`config.mk`:
```
export PLATFORM = sky130hd
export DESIGN_NAME = sfrp_decode
export DESIGN_NICKNAME = d
export VERILOG_FILES = /design/src/sfrp_pkg.sv /design/src/sfrp_page_stack.sv /design/src/sfrp_decode.sv
export VERILOG_INCLUDE_DIRS = /design/src
export SDC_FILE = /design/constraint.sdc
export NUM_CORES = 1
export LEC_CHECK = 0
export BUFFER_PORTS_ARGS = -buffer_cell sky130_fd_sc_hd__buf_2
export CAP_MARGIN = 20
export CORE_ASPECT_RATIO = 1.75
export CORE_MARGIN = 8
export CORE_UTILIZATION = 55
export DETAILED_ROUTE_END_ITERATION = 12
export PLACE_DENSITY = 0.88
export SLEW_MARGIN = 20
export SYNTH_ARGS = -nofsm -noshare
export SYNTH_HDL_FRONTEND = slang
export SYNTH_SLANG_ARGS = --single-unit
```
`constraint.sdc`:
```
create_clock -name clk -period 2.44 [get_ports clk]
set_input_delay 0.244 -clock clk [delete_from_list [all_inputs] [get_ports clk]]
set_output_delay 0.244 -clock clk [all_outputs]
set_load 0.05 [all_outputs]
```
`src/sfrp_regs.svh`:
```
// register map, field positions and reset values of the paged register decode
// Operation
// - 8-bit read-only stack readout, resets to zero
// - readout decoded at 0xD3 on page F only
// - level index field selects readout stack entry
// - bit set/clear/test at low nibble 0x0, 0x8
// - unpaged registers answer on both pages
// - 0xB9 goes to converter 0 or 1 by page
// - all-pages registers like 0xE6 always decode
// - index 000 top through 100 bottom, others invalid
// - auto paging pushes on entry, pops on return
// - page select write sets page, read returns it
`ifndef SFRP_REGS_SVH
`define SFRP_REGS_SVH

// ----------------------------------------------------------------------------
// addresses
// ----------------------------------------------------------------------------
`define SFRP_ADDR_PAGE_SEL 8'hA7
`define SFRP_ADDR_PAGE_CTRL 8'hCF
`define SFRP_ADDR_STACK 8'hD3
`define SFRP_ADDR_CONV 8'hB9
`define SFRP_ADDR_EXT_IRQ_ENABLE_FIRST 8'hE6

// ----------------------------------------------------------------------------
// page codes, fields and reset values
// ----------------------------------------------------------------------------
`define SFRP_PAGE_0 8'h00
`define SFRP_PAGE_F 8'h0F
`define SFRP_PAGE_SEL_RST 8'h00
`define SFRP_PAGE_CTRL_RST 8'h01
`define SFRP_STACK_RST 8'h00
`define SFRP_CTRL_MASK 8'h71
`define SFRP_IDX_LSB 4
`define SFRP_IDX_MSB 6
`define SFRP_AUTO_EN_BIT 0
`define SFRP_IDX_TOP 3'h0
`define SFRP_IDX_BOTTOM 3'h4
`define SFRP_BITADDR_A 4'h0
`define SFRP_BITADDR_B 4'h8

`endif

```
`src/sfrp_pkg.sv`:
```
// types shared by the paged register decode and its page stack
package sfrp_pkg;
  // single-bit operation requested by the core
  typedef enum logic [1:0] {
    SFRP_BIT_NONE = 2'h0,
    SFRP_BIT_SET = 2'h1,
    SFRP_BIT_CLR = 2'h2,
    SFRP_BIT_TEST = 2'h3
  } sfrp_bitop_t;
  // one register byte
  typedef logic [7:0] sfrp_byte_t;
  // stack level index
  typedef logic [2:0] sfrp_idx_t;
endpackage

```
`src/sfrp_page_stack.sv`:
```
// four saved page levels below the current page, with registered readout
`timescale 1ns/1ns
`include "sfrp_regs.svh"
module sfrp_page_stack #(
  parameter int DEPTH = 5
) (
  input wire logic clk,
  input wire logic rst_n,
  input wire logic push,
  input wire logic pop,
  input wire sfrp_pkg::sfrp_byte_t cur_page,
  input wire sfrp_pkg::sfrp_idx_t idx,
  output sfrp_pkg::sfrp_byte_t restore,
  output sfrp_pkg::sfrp_byte_t rd_q
);
  // ----------------------------------------------------------------------
  // storage: level 0 is the live page register, kept by the parent
  // ----------------------------------------------------------------------
  sfrp_pkg::sfrp_byte_t lvl_q [1:DEPTH-1]; // saved pages, 1 is newest

  // push shifts down and drops the bottom; pop shifts up and clears bottom
  // stack push and pop
  always_ff @(posedge clk) begin
    if (!rst_n) begin
      for (int i = 1; i < DEPTH; i++) begin
        lvl_q[i] <= `SFRP_STACK_RST;
      end
    end else if (push) begin
      lvl_q[1] <= cur_page;
      for (int i = 2; i < DEPTH; i++) begin
        lvl_q[i] <= lvl_q[i-1];
      end
    end else if (pop) begin
      for (int i = 1; i < DEPTH - 1; i++) begin
        lvl_q[i] <= lvl_q[i+1];
      end
      lvl_q[DEPTH-1] <= `SFRP_STACK_RST;
    end
  end

  // page handed back on interrupt return
  assign restore = lvl_q[1];

  // readout register, follows the index one cycle later
  // level decode, invalid codes read zero
  always_ff @(posedge clk) begin
    if (!rst_n) begin
      rd_q <= `SFRP_STACK_RST;
    end else if (idx == `SFRP_IDX_TOP) begin
      rd_q <= cur_page;
    end else if (idx <= `SFRP_IDX_BOTTOM) begin
      rd_q <= lvl_q[idx];
    end else begin
      rd_q <= `SFRP_STACK_RST;
    end
  end
endmodule

```
`src/sfrp_decode.sv`:
```
// paged register decode, page select, page control and stack readout
`timescale 1ns/1ns
`include "sfrp_regs.svh"
module sfrp_decode (
  input wire logic clk,
  input wire logic rst_n,
  input wire sfrp_pkg::sfrp_byte_t sfr_addr,
  input wire logic sfr_rd,
  input wire logic sfr_wr,
  input wire sfrp_pkg::sfrp_byte_t sfr_wdata,
  input wire sfrp_pkg::sfrp_bitop_t sfr_bit_op,
  input wire logic [2:0] sfr_bit_sel,
  input wire logic irq_entry,
  input wire sfrp_pkg::sfrp_byte_t irq_page,
  input wire logic irq_return,
  output sfrp_pkg::sfrp_byte_t rdata_q,
  output logic rd_hit_q,
  output logic bit_q,
  output sfrp_pkg::sfrp_byte_t cur_page_q,
  output logic auto_page_enable,
  output logic bit_addr_ok,
  output logic sel_all_pages,
  output logic sel_page0_only,
  output logic sel_pagef_only,
  output logic sel_conv0,
  output logic sel_conv1,
  output logic sel_ext_irq_en1,
  output logic sel_stack_readout
);

  // ----------------------------------------------------------------------
  // decode helpers
  // ----------------------------------------------------------------------
  // addresses that hold one register on page 0 and another on page F
  function automatic logic is_paged(input logic [7:0] a);
    case (a)
      8'h91, 8'h92, 8'h93, 8'h94, 8'h95, 8'h96, 8'h97: is_paged = 1'b1;
      8'hAB, 8'hAC, 8'hAD, 8'hAE, 8'hB9: is_paged = 1'b1;
      8'hC0, 8'hC1, 8'hC2, 8'hC8, 8'hCA, 8'hCB: is_paged = 1'b1;
      8'hCC, 8'hCD, 8'hD2, 8'hD3, 8'hD7, 8'hE7: is_paged = 1'b1;
      default: is_paged = 1'b0;
    endcase
  endfunction

  // ----------------------------------------------------------------------
  // state
  // ----------------------------------------------------------------------
  sfrp_pkg::sfrp_byte_t ctrl_q; // page control, reserved bits held zero
  sfrp_pkg::sfrp_idx_t idx; // stack level index field
  sfrp_pkg::sfrp_byte_t restore; // newest saved page
  sfrp_pkg::sfrp_byte_t stack_rd; // registered stack readout
  sfrp_pkg::sfrp_byte_t rd_val; // value of the addressed own register
  logic on_page0; // page 0 is current
  logic on_pagef; // page F is current
  logic do_push; // automatic push this cycle
  logic do_pop; // automatic pop this cycle
  logic own_hit; // address is one of ours

  assign idx = ctrl_q[`SFRP_IDX_MSB:`SFRP_IDX_LSB];
  assign auto_page_enable = ctrl_q[`SFRP_AUTO_EN_BIT];
  assign on_page0 = cur_page_q == `SFRP_PAGE_0;
  assign on_pagef = cur_page_q == `SFRP_PAGE_F;
  // entry wins over return if both arrive together
  assign do_push = auto_page_enable & irq_entry;
  assign do_pop = auto_page_enable & irq_return & ~irq_entry;

  // ----------------------------------------------------------------------
  // page selection decode
  // ----------------------------------------------------------------------
  // unpaged addresses answer on either page
  assign sel_all_pages = ~is_paged(sfr_addr);
  assign sel_page0_only = is_paged(sfr_addr) & on_page0;
  assign sel_pagef_only = is_paged(sfr_addr) & on_pagef;
  assign sel_conv0 = (sfr_addr == `SFRP_ADDR_CONV) & on_page0;
  assign sel_conv1 = (sfr_addr == `SFRP_ADDR_CONV) & on_pagef;
  assign sel_ext_irq_en1 = sfr_addr == `SFRP_ADDR_EXT_IRQ_ENABLE_FIRST;
  assign sel_stack_readout = (sfr_addr == `SFRP_ADDR_STACK) & on_pagef;
  assign bit_addr_ok = (sfr_addr[3:0] == `SFRP_BITADDR_A) |
                       (sfr_addr[3:0] == `SFRP_BITADDR_B);

  // ----------------------------------------------------------------------
  // current page register
  // ----------------------------------------------------------------------
  // interrupt paging wins over a core write in the same cycle
  // load interrupt page or restore
  always_ff @(posedge clk) begin
    if (!rst_n) begin
      cur_page_q <= `SFRP_PAGE_SEL_RST;
    end else if (do_push) begin
      cur_page_q <= irq_page;
    end else if (do_pop) begin
      cur_page_q <= restore;
    end else if (sfr_wr && sfr_addr == `SFRP_ADDR_PAGE_SEL) begin
      cur_page_q <= sfr_wdata;
    end
  end

  // page control; reserved bits cannot be set so they read zero
  always_ff @(posedge clk) begin
    if (!rst_n) begin
      ctrl_q <= `SFRP_PAGE_CTRL_RST;
    end else if (sfr_wr && sfr_addr == `SFRP_ADDR_PAGE_CTRL) begin
      ctrl_q <= sfr_wdata & `SFRP_CTRL_MASK;
    end
  end

  // ----------------------------------------------------------------------
  // page stack
  // ----------------------------------------------------------------------
  // index steers readout
  sfrp_page_stack #(
    .DEPTH(5)
  ) u_stack (
    .clk(clk),
    .rst_n(rst_n),
    .push(do_push),
    .pop(do_pop),
    .cur_page(cur_page_q),
    .idx(idx),
    .restore(restore),
    .rd_q(stack_rd)
  );

  // ----------------------------------------------------------------------
  // read path
  // ----------------------------------------------------------------------
  // own registers only; other addresses are answered by their peripherals
  always_comb begin
    rd_val = 8'h00;
    own_hit = 1'b1;
    if (sfr_addr == `SFRP_ADDR_PAGE_SEL) begin
      // read back the page in use
      rd_val = cur_page_q;
    end else if (sfr_addr == `SFRP_ADDR_PAGE_CTRL) begin
      rd_val = ctrl_q;
    end else if (sel_stack_readout) begin
      rd_val = stack_rd;
    end else begin
      own_hit = 1'b0;
    end
  end

  // read data held until the next read, bit test result until the next bit test read at a bit address
  always_ff @(posedge clk) begin
    if (!rst_n) begin
      rdata_q <= 8'h00;
      rd_hit_q <= 1'b0;
      bit_q <= 1'b0;
    end else if (sfr_rd) begin
      rdata_q <= rd_val;
      rd_hit_q <= own_hit;
      if (sfr_bit_op == sfrp_pkg::SFRP_BIT_TEST && bit_addr_ok) begin
        bit_q <= rd_val[sfr_bit_sel];
      end
    end
  end
endmodule

```
==> flow_metrics.env <==
export IMPL_status="completed"
export IMPL_vias=2836
export IMPL_ioPinCount=62
export IMPL_cts_sinks=65
export IMPL_worst_slew_pin_transition_ns=0.589
export IMPL_critPathCaptureType="output port"
export IMPL_num_nets_final=421
export IMPL_clk_latency_ns=0.35
export IMPL_drive_gt1_share_pct=22.8
export IMPL_crit_arrival_ns=1.86
export IMPL_first_global_vias=2829
export IMPL_io_buffers=58
export IMPL_power_density_nw_per_um2=653
export IMPL_p_switching_uw=670
export IMPL_finalSetupViolCount=0
export IMPL_antenna_found_initial=0
export IMPL_via_per_inst=6.05
export IMPL_yosys_top_cells_area="edfxtp_1 29%, dfxtp_1 20%, a22o_1 6.4%"
export IMPL_postCtsResizedCells=0
export IMPL_die_w_um=74.4
export IMPL_drt_iter0_drc=140
export IMPL_finalClockSkew_ns=0.0106
export IMPL_ir_worst_vdd_v=0.000428
export IMPL_path_clk_slew_ns=0.07
export IMPL_synth_cell_types=46
export IMPL_core_area_um2=5830
export IMPL_cts_tree="yes"
export IMPL_cts_buffers_inserted=9
export IMPL_wl_mm=8.31
export IMPL_h_tree_depth=3
export IMPL_slew_headroom_pct=60.7
export IMPL_busiest_layer="met2"
export IMPL_fin_setup_tns_ns=0
export IMPL_clockRootBuffer="clkbuf_8"
export IMPL_postSynthNetCount=371
export IMPL_path_max_fanout=6
export IMPL_synth_seq_area_share_pct=49.4
export IMPL_yosys_warnings=0
export IMPL_rr_worst_depth=4
export IMPL_period_share_pct=86.2
export IMPL_rsz0062_at_grt="false"
export IMPL_multi_input_area_um2=1520
export IMPL_start_util_pct=56.2
export IMPL_die_area_um2=8790
export IMPL_hold_slack_ns=0.0954
export IMPL_grt_use_met3_pct=5.17
export IMPL_leakage_uw=0.00151
export IMPL_regArea_um2=1620
export IMPL_path_class="register to output port"
export IMPL_post_cts_repair_setup_buffers=0
export IMPL_die_h_um=118
export IMPL_met2_usage_pct=32.9
export IMPL_met1_usage_pct=21.8
export IMPL_setup_worst_path_start_class="register"
export IMPL_synthCells=336
export IMPL_num_fill_cells=489
export IMPL_swShare_pct=27.0
export IMPL_syn2layout_area_growth_pct=15.9
export IMPL_final_area_um2=3800
export IMPL_grt_pass1_wl_mm=13.7
export IMPL_pwr_share_comb_pct=13.2
export IMPL_placed_area_um2=3610
export IMPL_grt_usage_pct=19.6
export IMPL_ys_flop_type="dfxtp_1"
export IMPL_ys_seq_elements=65
export IMPL_dp_final_hpwl_mm=6.01
export IMPL_grt_max_degree=36
export IMPL_wl_per_cell_um=17.7
export IMPL_p_seq_share_pct=51.3
export IMPL_power_clock_fraction_pct=35.5
export IMPL_insertedDiodeCount=0
export IMPL_synth_top_cell_by_area="edfxtp_1"
export IMPL_min_period_ns=2.10
export IMPL_synth_top_area_share_pct=29.3
export IMPL_clk_path_buf_depth=2
export IMPL_min_path_cells=2
export IMPL_syn_avg_cell_area_um2=9.76
export IMPL_syn_cell_area_um2=3280
export IMPL_synth_edf_count=32
export IMPL_worstPathRequired_ns=2.20
export IMPL_synth_async_sr_flop_share_pct=0
export IMPL_internal_power_uw=1810
export IMPL_finalMaxSlewViolations=0
export IMPL_rows=37
export IMPL_cap_viol_max_count=0
export IMPL_dr_pass1_iters=4
export IMPL_yosysMostFrequentCell="nand2_1"
export IMPL_synth_common_cells="39 x nand2_1, 33 x dfxtp_1, 32 x edfxtp_1, 28 x o21ai_0, 24 x a22o_1"
export IMPL_hold_viol_final=0
export IMPL_max_clock_freq_mhz=475
export IMPL_holdBufCountCts=0
export IMPL_hold_path_class="input port to register"
export IMPL_gp_congestion=0.838
export IMPL_drtAntennaViolNets=0
export IMPL_drc=0
export IMPL_overflow=0
-- final cells by class --
cell class	count	area share, %
sequential	65	42.7
multi-input combinational	238	39.9
timing repair buffer	65	9.02
clock buffer	14	4.84
tap	78	2.57
inverter	7	0.691
clock inverter	2	0.263
-- per-layer routing --
layer,share of wire [%],wire length (um)
met5,0,0
met4,2.4,202
met3,7.4,615
met2,52,4340
met1,38,3150
-- flip-flops by register name, summed over array words and instances (netlist names), named ones only --
| signal | cells |
|---|---|
| bit_q | 1 |
| ctrl_q | 4 |
| cur_page_q | 8 |
| rd_hit_q | 1 |
| rdata_q | 8 |
| u_stack.lvl_q | 32 |
| u_stack.rd_q | 8 |
-- final timing paths --
kind	start	end	slack, ns
max	cur_page_q[7]	sel_stack_readout	0.34
min	sfr_bit_op[1]	bit_q	0.1
max reg2reg	cur_page_q[7]	rdata_q[4]	0.68
min reg2reg	bit_q	bit_q	0.43
-- power by group through the flow --
stage                     Clock (uW)  Combinational, uW  Sequential [uW]
after global placement             0                319             1290
after detailed placement           0                325             1290
after floorplan                    0                168             1340
final                            881                328             1270
after global routing             942                355             1280
after CTS                        897                328             1270
-- layout by cell type, fill, tap and decap left out, types with 5 or more instances in the layout --
cell      netlist  final
buf_2           5     58
nor2b_1        12     12
a21boi_0        5      5
nor2_1         12     12
nand2_1        39     39
dfxtp_1        33     33
a21oi_1        15     15
buf_4           0      7
a211oi_1        8      8
o21ai_0        28     28
o22ai_1         9      9
nand3_1         7      7
a31oi_1        16     16
clkbuf_8        0     11
mux2i_1        12     12
and2_1         10     10
inv_1           6      6
a22o_1         24     24
nor3b_1         8      8
edfxtp_1       32     32
-- critical path, stage by stage (launching register included) --
cell     delay [ns]
dfxtp_1        0.39
nor4_2         0.49
nand3_1        0.14
nor3_1         0.20
buf_2          0.29
-- stage by stage --
step | cells | worst slack [ns] | power (uW) | utilization (%)
after detailed placement | 453 | 0.618 | 1620 | 61.8
final | 469 | 0.337 | 2480 | 65.1
after CTS | 469 | 0.335 | 2490 | 65.1
after global placement | 453 | 0.600 | 1610 | 61.8
after global routing | 469 | 0.259 | 2580 | 65.1
after floorplan | 336 | 0.0199 | 1510 | -
-- cells by family after synthesis --
group | Yosys count | share of synthesized area (%)
AOI/OAI and AO/OA | 112 | 22.4
xor gates and xnor gates | 2 | 0.534
buffers and inverters | 33 | 4.43
DFF | 65 | 49.4
muxes | 12 | 3.66
and+or+nand+nor | 112 | 19.5
No activity file was read; power rests on OpenSTA's default activity.
